<file path="config.mk">
export PLATFORM = sky130hd
export DESIGN_NAME = wdcs_top
export DESIGN_NICKNAME = d
export VERILOG_FILES = /design/src/wdcs_pkg.sv /design/src/wdcs_counter.sv /design/src/wdcs_top.sv
export SDC_FILE = /design/constraint.sdc
export NUM_CORES = 1
export LEC_CHECK = 0
export BUFFER_PORTS_ARGS = -buffer_cell sky130_fd_sc_hd__buf_4
export CELL_PAD_IN_SITES_DETAIL_PLACEMENT = 0
export CELL_PAD_IN_SITES_GLOBAL_PLACEMENT = 1
export CORE_MARGIN = 4
export CORE_UTILIZATION = 40
export CTS_BUF_LIST = sky130_fd_sc_hd__clkbuf_16
export DETAILED_ROUTE_END_ITERATION = 10
export GPL_TIMING_DRIVEN = 0
export PLACE_DENSITY_LB_ADDON = 0.1
export SYNTH_ARGS = -nofsm -noshare
export SYNTH_HDL_FRONTEND = slang
export SYNTH_SLANG_ARGS = --single-unit
</file>
<file path="constraint.sdc">
create_clock -name clk -period 2.47 [get_ports clk]
set_input_delay 0 -clock clk [delete_from_list [all_inputs] [get_ports clk]]
set_output_delay 0 -clock clk [all_outputs]
set_load 0.02 [all_outputs]
</file>
<file path="src/wdcs_pkg.sv">
// Purpose: Shared constants for the watchdog control and status block
// Assumes: 32-bit AXI4-Lite register bus, one word per register
// Notes:   Offsets are byte addresses
package wdcs_pkg;
    // ****************************************
    // Register offsets
    // ****************************************
    localparam logic [11:0] WDCS_OFF_CTRL  = 12'h0D8;
    localparam logic [11:0] WDCS_OFF_IEN   = 12'h0E8;
    localparam logic [11:0] WDCS_OFF_IPRI  = 12'h0F8;
    localparam logic [11:0] WDCS_OFF_IDLE  = 12'h100;
    localparam logic [11:0] WDCS_OFF_ISTAT = 12'h104;
    localparam logic [11:0] WDCS_OFF_IMASK = 12'h108;

    // ****************************************
    // Control register fields and reset values
    // ****************************************
    localparam int BIT_POR   = 6;
    localparam int BIT_CSEL  = 4;
    localparam int BIT_IFLAG = 3;
    localparam int BIT_RFLAG = 2;
    localparam int BIT_REN   = 1;
    localparam int BIT_RSTRT = 0;
    localparam int BIT_IEN   = 5;
    localparam int BIT_IPRI  = 5;
    localparam int BIT_IRCW  = 5;
    localparam logic [7:0] WDCS_CTRL_RST = 8'h40;
    localparam logic [7:0] WDCS_REG_RST  = 8'h00;
    localparam logic [7:0] WDCS_CTRL_RW  = 8'h5F;  // Implemented bits
    // Bits that keep their value on an external reset
    localparam logic [7:0] WDCS_EXT_KEEP = 8'h46;

    // ****************************************
    // Timing
    // ****************************************
    localparam int WDCS_WDT_LEN       = 16;  // Counter width
    localparam int WDCS_RST_DLY_TICKS = 512; // Time-out to reset delay

    // Bus responses
    localparam logic [1:0] WDCS_RESP_OK  = 2'h0;
    localparam logic [1:0] WDCS_RESP_ERR = 2'h2;

    typedef enum logic [1:0] {
        WDCS_RUN  = 2'b00,
        WDCS_WAIT = 2'b01,
        WDCS_HOLD = 2'b10
    } wdcs_state_type;
endpackage : wdcs_pkg

</file>
<file path="src/wdcs_counter.sv">
// Purpose: Watchdog counter with time-out and delayed reset request
// Assumes: Tick inputs are one-cycle enables on clk
// Notes:   Counter width is a parameter
`timescale 1ns/1ps
`default_nettype none
module wdcs_counter
    import wdcs_pkg::*;
#(
    parameter int LEN = WDCS_WDT_LEN
) (
    // Clock and reset
    input  wire logic clk,
    input  wire logic rst,
    // Control
    input  wire logic tick,
    input  wire logic restart,
    input  wire logic reset_enable,
    // Events
    output logic      timeout,
    output logic      wd_reset
);
    wdcs_state_type   state_r;
    wdcs_state_type   state_nxt;
    logic [LEN-1:0]   cnt_r;
    logic [9:0]       dly_r;
    logic             at_top;
    logic             dly_done;

    // Decode of counter ends
    assign at_top   = (cnt_r == {LEN{1'b1}});
    assign dly_done = (dly_r == 10'(WDCS_RST_DLY_TICKS - 1));

    // Next state: restart pre-empts both time-out and reset
    always_comb begin
        state_nxt = state_r;
        unique case (state_r)
            WDCS_RUN: begin
                if (!restart && tick && at_top) state_nxt = WDCS_WAIT;
            end
            WDCS_WAIT: begin
                if (restart) state_nxt = WDCS_RUN;
                else if (tick && dly_done) state_nxt = WDCS_HOLD;
            end
            WDCS_HOLD: state_nxt = WDCS_RUN;
            default:   state_nxt = WDCS_RUN;
        endcase
    end

    // Counter and delay advance only on the chosen tick
    always_ff @(posedge clk) begin
        if (rst || restart || state_r == WDCS_HOLD) begin
            cnt_r <= '0;
            dly_r <= '0;
        end else if (tick) begin
            cnt_r <= cnt_r + 1'b1;
            if (state_r == WDCS_WAIT) dly_r <= dly_r + 1'b1;
        end
    end

    always_ff @(posedge clk) begin
        if (rst) state_r <= WDCS_RUN;
        else     state_r <= state_nxt;
    end

    // Time-out pulse, then reset only when enabled at the end of the delay
    assign timeout  = (state_r == WDCS_RUN) && (state_nxt == WDCS_WAIT);
    assign wd_reset = (state_r == WDCS_HOLD) && reset_enable;
endmodule : wdcs_counter
`default_nettype wire

</file>
<file path="src/wdcs_top.sv">
// Purpose: Watchdog control/status registers, interrupt and reset logic
// Assumes: Reset inputs are synchronous one-cycle pulses; rst is power-on
// Notes:   Oscillator clocks arrive as tick enables on clk
// How it works
// - Power-on sets the power-on flag; only software clears it.
// - Clock-select 1 uses sub-oscillator ticks, 0 uses main oscillator ticks.
// - Every counter time-out sets the interrupt flag.
// - Interrupt flag clears only by software write or any reset.
// - Interrupt request needs flag, enable bit 5, global enable, other conditions.
// - Watchdog reset sets the reset flag; it stays until software or a power-on or power-fail reset clears it.
// - Power-fail reset clears the reset flag.
// - With reset enable 0 the watchdog never changes the reset flag.
// - Reset enable 1 enables watchdog reset; 0 means time-outs never reset.
// - Writing restart 1 restarts counter; restart bit clears itself.
// - Unrestarted time-out with reset enable gives reset 512 counter ticks later.
// - Reset flag: 1 on watchdog reset, 0 on power resets, kept on external.
// - Only power-on reset or a software write clears the reset enable bit.
// - External reset loads control pattern 0x000xx0b, x bits kept.
// - Priority bit 1 means high priority, 0 low priority.
// - Watchdog wake from idle sets the idle-release record bit.
`timescale 1ns/1ps
`default_nettype none
module wdcs_top
    import wdcs_pkg::*;
#(
    parameter int WDT_LEN = WDCS_WDT_LEN
) (
    // Clock and power-on reset
    input  wire logic        clk,
    input  wire logic        rst,
    // Other reset sources, one-cycle pulses
    input  wire logic        ext_rst,
    input  wire logic        power_fail_rst,
    // Counter clock ticks
    input  wire logic        main_oscillator_clock,
    input  wire logic        sub_oscillator_clock,
    // Interrupt context
    input  wire logic        global_irq_enable,
    input  wire logic        other_irq_ok,
    input  wire logic        idle_mode,
    // Watchdog outputs
    output logic             watchdog_reset_out,
    output logic             watchdog_irq_req,
    output logic             watchdog_irq_high,
    output logic             irq,
    // AXI4-Lite write
    input  wire logic [11:0] s_axi_awaddr,
    input  wire logic        s_axi_awvalid,
    output logic             s_axi_awready,
    input  wire logic [31:0] s_axi_wdata,
    input  wire logic [3:0]  s_axi_wstrb,
    input  wire logic        s_axi_wvalid,
    output logic             s_axi_wready,
    output logic [1:0]       s_axi_bresp,
    output logic             s_axi_bvalid,
    input  wire logic        s_axi_bready,
    // AXI4-Lite read
    input  wire logic [11:0] s_axi_araddr,
    input  wire logic        s_axi_arvalid,
    output logic             s_axi_arready,
    output logic [31:0]      s_axi_rdata,
    output logic [1:0]       s_axi_rresp,
    output logic             s_axi_rvalid,
    input  wire logic        s_axi_rready
);
    // ****************************************
    // Declarations
    // ****************************************
    logic [7:0]  ctrl_r;
    logic [7:0]  ctrl_nxt;
    logic [7:0]  ien_r;
    logic [7:0]  ipri_r;
    logic [7:0]  idle_r;
    logic [1:0]  istat_r;
    logic [1:0]  imask_r;
    logic        bvalid_r;
    logic [1:0]  bresp_r;
    logic        rvalid_r;
    logic [1:0]  rresp_r;
    logic [31:0] rdata_r;
    logic        wr_fire;
    logic        rd_fire;
    logic        wr_lane0;
    logic        wr_ctrl;
    logic        wr_ien;
    logic        wr_ipri;
    logic        wr_idle;
    logic        wr_istat;
    logic        wr_imask;
    logic        wr_hit;
    logic        rd_hit;
    logic [7:0]  wbyte;
    logic [7:0]  rd_val;
    logic        tick;
    logic        timeout;
    logic        wd_reset;
    logic        any_rst;
    logic        restart;
    logic        wake_wd;

    function automatic logic mapped(input logic [11:0] a);
        mapped = (a == WDCS_OFF_CTRL) || (a == WDCS_OFF_IEN)
              || (a == WDCS_OFF_IPRI) || (a == WDCS_OFF_IDLE)
              || (a == WDCS_OFF_ISTAT) || (a == WDCS_OFF_IMASK);
    endfunction : mapped

    // ****************************************
    // Bus decode
    // ****************************************
    // Address and data taken together; one write outstanding at a time
    assign s_axi_awready = s_axi_awvalid && s_axi_wvalid && !bvalid_r;
    assign s_axi_wready  = s_axi_awready;
    assign s_axi_arready = !rvalid_r;
    assign wr_fire  = s_axi_awready;
    assign rd_fire  = s_axi_arvalid && s_axi_arready;
    assign wr_lane0 = wr_fire && s_axi_wstrb[0];
    assign wbyte    = s_axi_wdata[7:0];
    assign wr_hit   = mapped(s_axi_awaddr);
    assign rd_hit   = mapped(s_axi_araddr);
    assign wr_ctrl  = wr_lane0 && (s_axi_awaddr == WDCS_OFF_CTRL);
    assign wr_ien   = wr_lane0 && (s_axi_awaddr == WDCS_OFF_IEN);
    assign wr_ipri  = wr_lane0 && (s_axi_awaddr == WDCS_OFF_IPRI);
    assign wr_idle  = wr_lane0 && (s_axi_awaddr == WDCS_OFF_IDLE);
    assign wr_istat = wr_lane0 && (s_axi_awaddr == WDCS_OFF_ISTAT);
    assign wr_imask = wr_lane0 && (s_axi_awaddr == WDCS_OFF_IMASK);

    // Read mux, unmapped reads zero
    assign rd_val = (s_axi_araddr == WDCS_OFF_CTRL)  ? ctrl_r :
                    (s_axi_araddr == WDCS_OFF_IEN)   ? ien_r :
                    (s_axi_araddr == WDCS_OFF_IPRI)  ? ipri_r :
                    (s_axi_araddr == WDCS_OFF_IDLE)  ? idle_r :
                    (s_axi_araddr == WDCS_OFF_ISTAT) ? {6'h00, istat_r} :
                    (s_axi_araddr == WDCS_OFF_IMASK) ? {6'h00, imask_r} : 8'h00;

    // ****************************************
    // Watchdog counter
    // ****************************************
    assign tick = ctrl_r[BIT_CSEL] ? sub_oscillator_clock
                                   : main_oscillator_clock;
    // Own reset restarts the count too, so a held reset cannot repeat at once
    assign restart = ctrl_r[BIT_RSTRT] || ext_rst || power_fail_rst
                  || wd_reset;
    assign any_rst = ext_rst || power_fail_rst || wd_reset;

    wdcs_counter #(
        .LEN (WDT_LEN)
    ) u_counter (
        .clk          (clk),
        .rst          (rst),
        .tick         (tick),
        .restart      (restart),
        .reset_enable (ctrl_r[BIT_REN]),
        .timeout      (timeout),
        .wd_reset     (wd_reset)
    );

    // ****************************************
    // Control register next value
    // ****************************************
    // Software write, then events on top so a set beats a clear
    always_comb begin
        ctrl_nxt = ctrl_r;
        if (wr_ctrl) ctrl_nxt = wbyte & WDCS_CTRL_RW;
        ctrl_nxt[BIT_RSTRT] = wr_ctrl && wbyte[BIT_RSTRT];
        if (timeout) ctrl_nxt[BIT_IFLAG] = 1'b1;
        if (ext_rst) begin
            // Only power-on flag, reset flag and reset enable survive
            ctrl_nxt = ctrl_r & WDCS_EXT_KEEP;
        end
        if (power_fail_rst) begin
            ctrl_nxt = ctrl_r & (8'h01 << BIT_REN);
            ctrl_nxt[BIT_POR] = ctrl_r[BIT_POR];
        end
        if (wd_reset) begin
            ctrl_nxt = ctrl_r & ((8'h01 << BIT_REN) | (8'h01 << BIT_POR));
            ctrl_nxt[BIT_RFLAG] = 1'b1;
        end
    end

    // ****************************************
    // Registers
    // ****************************************
    // Power-on: POR set, reset enable and reset flag cleared
    always_ff @(posedge clk) begin
        if (rst) ctrl_r <= WDCS_CTRL_RST;
        else     ctrl_r <= ctrl_nxt;
    end

    // Enable and priority clear on every reset type
    always_ff @(posedge clk) begin
        if (rst || any_rst) begin
            ien_r  <= WDCS_REG_RST;
            ipri_r <= WDCS_REG_RST;
        end else begin
            if (wr_ien)  ien_r  <= wbyte;
            if (wr_ipri) ipri_r <= wbyte;
        end
    end

    // Idle-release record: software writable, wake sets it
    assign wake_wd = idle_mode && watchdog_irq_req;
    always_ff @(posedge clk) begin
        if (rst || any_rst) idle_r <= WDCS_REG_RST;
        else begin
            if (wr_idle) idle_r <= wbyte;
            if (wake_wd) idle_r[BIT_IRCW] <= 1'b1;
        end
    end

    // Sticky status: bit0 time-out, bit1 watchdog reset; set beats W1C
    always_ff @(posedge clk) begin
        if (rst) begin
            istat_r <= 2'h0;
            imask_r <= 2'h0;
        end else begin
            istat_r <= (istat_r & ~(wr_istat ? wbyte[1:0] : 2'h0))
                     | {wd_reset, timeout};
            if (wr_imask) imask_r <= wbyte[1:0];
        end
    end

    // ****************************************
    // Bus responses
    // ****************************************
    // Held until the master takes them
    always_ff @(posedge clk) begin
        if (rst) begin
            bvalid_r <= 1'b0;
            bresp_r  <= WDCS_RESP_OK;
        end else if (wr_fire) begin
            bvalid_r <= 1'b1;
            bresp_r  <= wr_hit ? WDCS_RESP_OK : WDCS_RESP_ERR;
        end else if (s_axi_bready) begin
            bvalid_r <= 1'b0;
        end
    end

    always_ff @(posedge clk) begin
        if (rst) begin
            rvalid_r <= 1'b0;
            rresp_r  <= WDCS_RESP_OK;
            rdata_r  <= 32'h0000_0000;
        end else if (rd_fire) begin
            rvalid_r <= 1'b1;
            rresp_r  <= rd_hit ? WDCS_RESP_OK : WDCS_RESP_ERR;
            rdata_r  <= {24'h00_0000, rd_val};
        end else if (s_axi_rready) begin
            rvalid_r <= 1'b0;
        end
    end

    // ****************************************
    // Outputs
    // ****************************************
    assign s_axi_bvalid = bvalid_r;
    assign s_axi_bresp  = bresp_r;
    assign s_axi_rvalid = rvalid_r;
    assign s_axi_rresp  = rresp_r;
    assign s_axi_rdata  = rdata_r;
    assign watchdog_reset_out = wd_reset;
    assign watchdog_irq_req   = ctrl_r[BIT_IFLAG] && ien_r[BIT_IEN]
                             && global_irq_enable && other_irq_ok;
    assign watchdog_irq_high  = ipri_r[BIT_IPRI];
    assign irq = |(istat_r & imask_r);
endmodule : wdcs_top
`default_nettype wire

</file>
======== Word level (Yosys, flattened, before mapping) ========
Cells that the tools add are included.
storage, ports and cells
  bits in registers ....................... 76
  bits of input ports ..................... 74
  output and inout bits ................... 45
  logic and storage cells ................. 123
operators by class
  add/subtract/negate cells ............... 2
  equality and inequality tests ........... 18
  bitwise gates (word level) .............. 7
  multiplexer cells ....................... 25
  reductions and logical operators ........ 52
operators with widths
  operator               count
  $eq 12x8->1 const B    6
  $eq 12x9->1 const B    6
  $mux 8                 4
  $logic_and 1x1->1      20
  $logic_or 1x1->1       18
  $add 16x1->16 const B  1
  $eq 16x16->1 const B   1
  $mux 2                 8
  $add 10x1->10 const B  1
  $eq 10x9->1 const B    1
  $mux 3                 3
  $reduce_bool 2->1      4
  $mux 1                 7
  $mux 6                 1
  $and 2x2->2            2
  $eq 2x1->1 const B     2
  $mux 4                 1
  $pmux 2 s2             1
  $reduce_and 2->1       2
  $reduce_and 4->1       1
  $reduce_or 4->1        1
  $logic_not 1->1        3
  $ne 3x1->1 const B     1
  $not 1->1              3
  6 further kinds        6

======== Logic depth before layout (Yosys ltp) ========
  depth in word-level cells ............... 11
  gate-level depth with buffers ........... 7
  depth with buffers taken out ............ 5

======== By module ========
From an unflattened synthesis, not the netlist that was laid out.
unflattened totals
  cells, all modules ...................... 436
  area total of the unflattened synthesis .. 3,857.4 um^2
modules (own cells, without submodules)
  module        cells each  times used  area each (um^2)  seq. area each (um^2)
  wdcs_top      287         1           2,538.7           920.9
  wdcs_counter  149         1           1,318.8           560.5

======== Least setup slack after synthesis ========
Ideal clock, no wire load.
  kind .................................... register to register
  start ................................... register bvalid_r, in the netlist s_axi_bvalid
  end ..................................... register imask_r[0]
  path slack .............................. 0.579 ns
  library setup time ...................... 0.072 ns
  data required time ...................... 2.398 ns
  cell stages (with the launch flop) ...... 7
  data arrival time ....................... 1.820 ns
  clock period less this slack ............ 1.891 ns
  cells stage by stage .................... dfxtp_1 -> and3b_1 -> clkbuf_1 -> nand4_1 -> clkbuf_1 -> nor4_2 -> mux2i_1
between the ends
  longest elaborated chain between the ends .. 4
ends and longest elaborated chain
  what                    RTL line         text
  start, declared         wdcs_top.sv:76   logic bvalid_r;
  start signal, assigned  wdcs_top.sv:228  bvalid_r <= 1'b0;
  start signal, assigned  wdcs_top.sv:231  bvalid_r <= 1'b1;
  start signal, assigned  wdcs_top.sv:234  bvalid_r <= 1'b0;
  $logic_not 1->1         wdcs_top.sv:111  assign s_axi_awready = s_axi_awvalid && s_axi_wvalid && !bvalid_r;
  $logic_and 1x1->1       wdcs_top.sv:111
  net s_axi_awready       wdcs_top.sv:49   output logic s_axi_awready,
  $logic_and 1x1->1       wdcs_top.sv:116  assign wr_lane0 = wr_fire && s_axi_wstrb[0];
  $logic_and 1x1->1       wdcs_top.sv:125  assign wr_imask = wr_lane0 && (s_axi_awaddr == WDCS_OFF_IMASK);
  end signal, assigned    wdcs_top.sv:218  if (wr_imask) imask_r <= wbyte[1:0];
  end, declared           wdcs_top.sv:75   logic [1:0] imask_r;
The timed path passes the listed nets, and every way through them passes these cells.
A chain may end at the register's enable or synchronous reset.

======== Worst setup path in the final report ========
  start ................................... register bvalid_r, in the netlist s_axi_bvalid
  end ..................................... register imask_r[0]
between the ends
  longest elaborated chain between the ends .. 4
ends and longest elaborated chain
  what               RTL line
  $logic_not 1->1    wdcs_top.sv:111
  $logic_and 1x1->1  wdcs_top.sv:111
  $logic_and 1x1->1  wdcs_top.sv:116
  $logic_and 1x1->1  wdcs_top.sv:125
Every way passes these cells.

==> results by group <==
Cells and area
  – Most common cell after layout, fill and taps aside: buf_4
  – Finished Cell Area: 5120 um^2
  – Final nets: 662
  – Fin cells: 720
  – Filler cell count: 906
  – Reg area: 1480 um^2
  – Area Growth Syn to Fin: 30.2%
  – N_diodes: 0
  – Layout cells sized above 1: 21.7%
  – Multi-input gate area: 2200 um^2
  – Commonest non-fill, non-tap cells in the layout: buf_4 (89), dfxtp_1 (74), a21oi_1 (44), nand3_1 (40), o21ai_0 (38)
  – Utilization after layout: 54.4%

Logic synthesis
  – Top cells by area, synth: dfxtp_1 (38%), a21oi_1 (5.6%), buf_4 (5.3%)
  – Synthesized area per cell: 8.26 um^2
  – Seq cells post-synth: 74
  – Multiplexer share of the synthesized area: 3.31%
  – Sequential area share after synthesis: 37.7%
  – Synth Area in Compound Gates: 18.9%
  – Adder-Cell Fraction of Synth Area: 0.636%
  – Post-synth top area share: 37.7%
  – Post-Synth Simple-Gate Area: 27.4%
  – Cell Area, Synth: 3930 um^2
  – Synth Flop Type: dfxtp_1
  – FFs w/ async S/R, synth: 0%
  – Synth area leader: dfxtp_1
  – Post-Synth XOR/XNOR Area: 3.12%
  – Largest family of logic cells by synthesized area: simple AND/OR/NAND/NOR gates
  – Yosys cell types: 54
  – Synthesized instance count: 476
  – Post-synth EDFFs: 0
  – Synthesis warning total: 0

Worst setup path
  – Crit path depth: 6
  – RR Startpoint: s_axi_bvalid
  – Reg-to-reg endpoint: imask_r[0]
  – WP data required: 2730 ps
  – Critical path startpoint: s_axi_bvalid
  – CP cell instances: and3b_1 -> clkbuf_1 -> nand4_1 -> clkbuf_1 -> nor4_2 -> mux2i_1
  – Bufs and invs on worst path: 2
  – Crit path top cell by count: clkbuf_1
  – R2R depth: 6
  – Crit Path Class: register to register
  – Worst setup path endpoint: imask_r[0]
  – Setup crit end kind: register
  – Worst-path cell with the longest stage delay: nor4_2
  – Cell family with most CP delay: simple AND/OR/NAND/NOR gates
  – WP data arrival: 2380 ps
  – Startpoint Class: register
  – CP peak stage delay: 580 ps
  – Flop2flop setup slack: 340 ps
  – Crit path max fanout: 10

Global route
  – GRT busiest layer: met2
  – Total gr overflow: 0
  – Met3 Track Usage GR: 4.21%
  – Met2 Use GR: 30.7%
  – Largest net degree at the start of global routing: 14
  – First-pass GRT wire length: 18.8 mm
  – Gr usage total: 20.3%
  – Via count of the first global-routing pass: 3757
  – Initial antenna violation count: 0
  – M1 GR Usage: 29.8%

Placed design
  – Placed cells: 691
  – Dpl hpwl: 8.50 mm
  – Cell Area, Placed: 4650 um^2
  – IO Port Bufs: 61
  – RD Place Congestion: 0.818

Routing
  – Final WL: 11.3 mm
  – Post-DRT Antenna Nets: 0
  – Avg Vias per Cell: 5.40
  – Initial DRC Count: 226
  – DR pass1 iterations: 4
  – Avg WL per Cell: 15.8 um
  – Vias: 3890
  – Post-route DRC: 0

Clock tree
  – CTS H-Tree Depth: 3
  – CTS Buf Count: 9
  – CTS tree: built
  – Clk root buf: clkbuf_16
  – TritonCTS Sinks: 74
  – Post-CTS Resized: 0
  – Max clock buf depth: 2
  – Clk_lat worst skew: 330 ps
  – Clk pin slew, worst setup/hold paths: 60 ps

Timing
  – Worst slew pin tran: 963 ps
  – Layout Skew: 11.4 ps
  – Setup-failing EPs final: 0
  – Slew HR: 35.3%
  – Setup tns final: 0 ps
  – Fin. Hold Viols: 0
  – Final period utilization: 86.1%
  – Fin crit period: 2130 ps
  – FMAX: 470 MHz
  – Slew Viols, Final: 0
  – RSZ-0062 raised after global routing: no

Floorplanning
  – Core area: 9420 um^2
  – Rows: 35
  – Number of top-level pins: 119
  – Initial Util: 41.8%
  – Die Y-Extent: 107 um
  – Die W: 107 um
  – Die area: 11500 um^2

Worst hold path
  – Hold Crit Depth: 4
  – Hold Crit Class: primary input to register

Power
  – Max VDD drop: 0.000365 V
  – Lkg Pwr: 1.89 nW
  – Pwr Total: 0.00303 W
  – Power per Cell Area: 592 nW/um^2

Outcome
  – Outcome: finished clean

Job
  – Maxcap violations: 0
what timing repair did:
item | 4_1_cts | 5_1_grt
setup buffers | 0 | 0
hold buffers | 13 | 0
hold endpoints to repair | 34 | 0
cell usage after synthesis, types with 2 or more instances:
| library cell | n |
|---|---|
| nand3b_1 | 2 |
| and3b_1 | 2 |
| and3_1 | 3 |
| a31oi_1 | 4 |
| or4_1 | 8 |
| a32oi_1 | 8 |
| inv_1 | 9 |
| and4_1 | 6 |
| dfxtp_1 | 74 |
| nand4b_1 | 2 |
| nor2_1 | 26 |
| nor3b_1 | 2 |
| or2_2 | 2 |
| and2_1 | 6 |
| nor4_4 | 2 |
| o31ai_1 | 7 |
| o21ai_0 | 38 |
| xnor2_1 | 7 |
| nor3_1 | 8 |
| nand2_1 | 25 |
| nor2b_1 | 4 |
| o41ai_1 | 3 |
| mux2i_1 | 7 |
| nand3_1 | 40 |
| nand4_1 | 11 |
| a31o_2 | 2 |
| a21oi_1 | 44 |
| clkbuf_1 | 24 |
| xor2_1 | 7 |
| or3_1 | 8 |
| ha_1 | 2 |
| buf_2 | 3 |
| buf_4 | 28 |
| or4_4 | 2 |
| or3b_2 | 2 |
| mux2_2 | 4 |
| o22ai_1 | 6 |
| nand2b_1 | 9 |
| a211oi_1 | 7 |
| nor4_1 | 8 |
metal layers:
metal	wire length [um]	vias up
met5	0	-
met4	97	0
met3	832	8
met2	4890	120
met1	5530	1827
li1	-	1935
metrics by stage:
stage	setup WS [ps]	hold slack, ps
after floorplan	579	76.5
after global placement	436	247
after detailed placement	426	249
after CTS	393	10.5
after global routing	199	29.0
final	344	15.4
registers in the layout, indices dropped and copies added (netlist names), 2 cells and up:
signal / count
s_axi_rdata: 8
u_counter.state_r: 2
u_counter.cnt_r: 16
idle_r: 8
ctrl_r: 6
imask_r: 2
istat_r: 2
u_counter.dly_r: 10
ien_r: 8
ipri_r: 8
kinds of logic (layout without fill, tap and decap cells):
logic type	Yosys count	after routing
mux	12	12
other cells	1	26
xor+xnor	14	14
simple gates	184	184
flops	74	74
compound gates	125	125
buf+inv	64	154
fa+ha+maj	2	2
final cells by class:
type	count	share of cell area, %
Buffer	55	6.16
Tap cell	129	3.15
Inverter	9	0.660
Clock buffer	9	4.40
Sequential cell	74	28.9
Clock inverter	7	2.32
Multi-Input combinational cell	363	42.9
Timing Repair Buffer	74	11.5
worst register-to-register path, stage by stage (launching register included):
cell and delay [ps]:
dfxtp_1 330, and3b_1 200, clkbuf_1 210, nand4_1 190, clkbuf_1 290, nor4_2 580
mux2i_1 250
worst min path at each step:
stage                     from                    to  slack (ps)
3_3_place_gp               rst  u_counter.state_r[1]         250
3_5_place_dp               rst  u_counter.state_r[1]         250
2_1_floorplan              rst  u_counter.state_r[1]          80
5_1_grt        s_axi_awaddr[2]            imask_r[1]          30
4_1_cts         power_fail_rst  u_counter.state_r[1]          10
6_report        power_fail_rst  u_counter.state_r[1]          20
report_power, final:
part / leakage [nW] / total (W) / internal, W / switching [W]
sequential: 0.598 / 0.00121 / 0.00121 / 0.00000748
clock: 0.167 / 0.00150 / 0.000986 / 0.000515
combinational: 1.12 / 0.000317 / 0.000140 / 0.000177
total: 1.89 / 0.00303 / 0.00233 / 0.000700
Note: power is estimated with default switching activity, not from simulation.
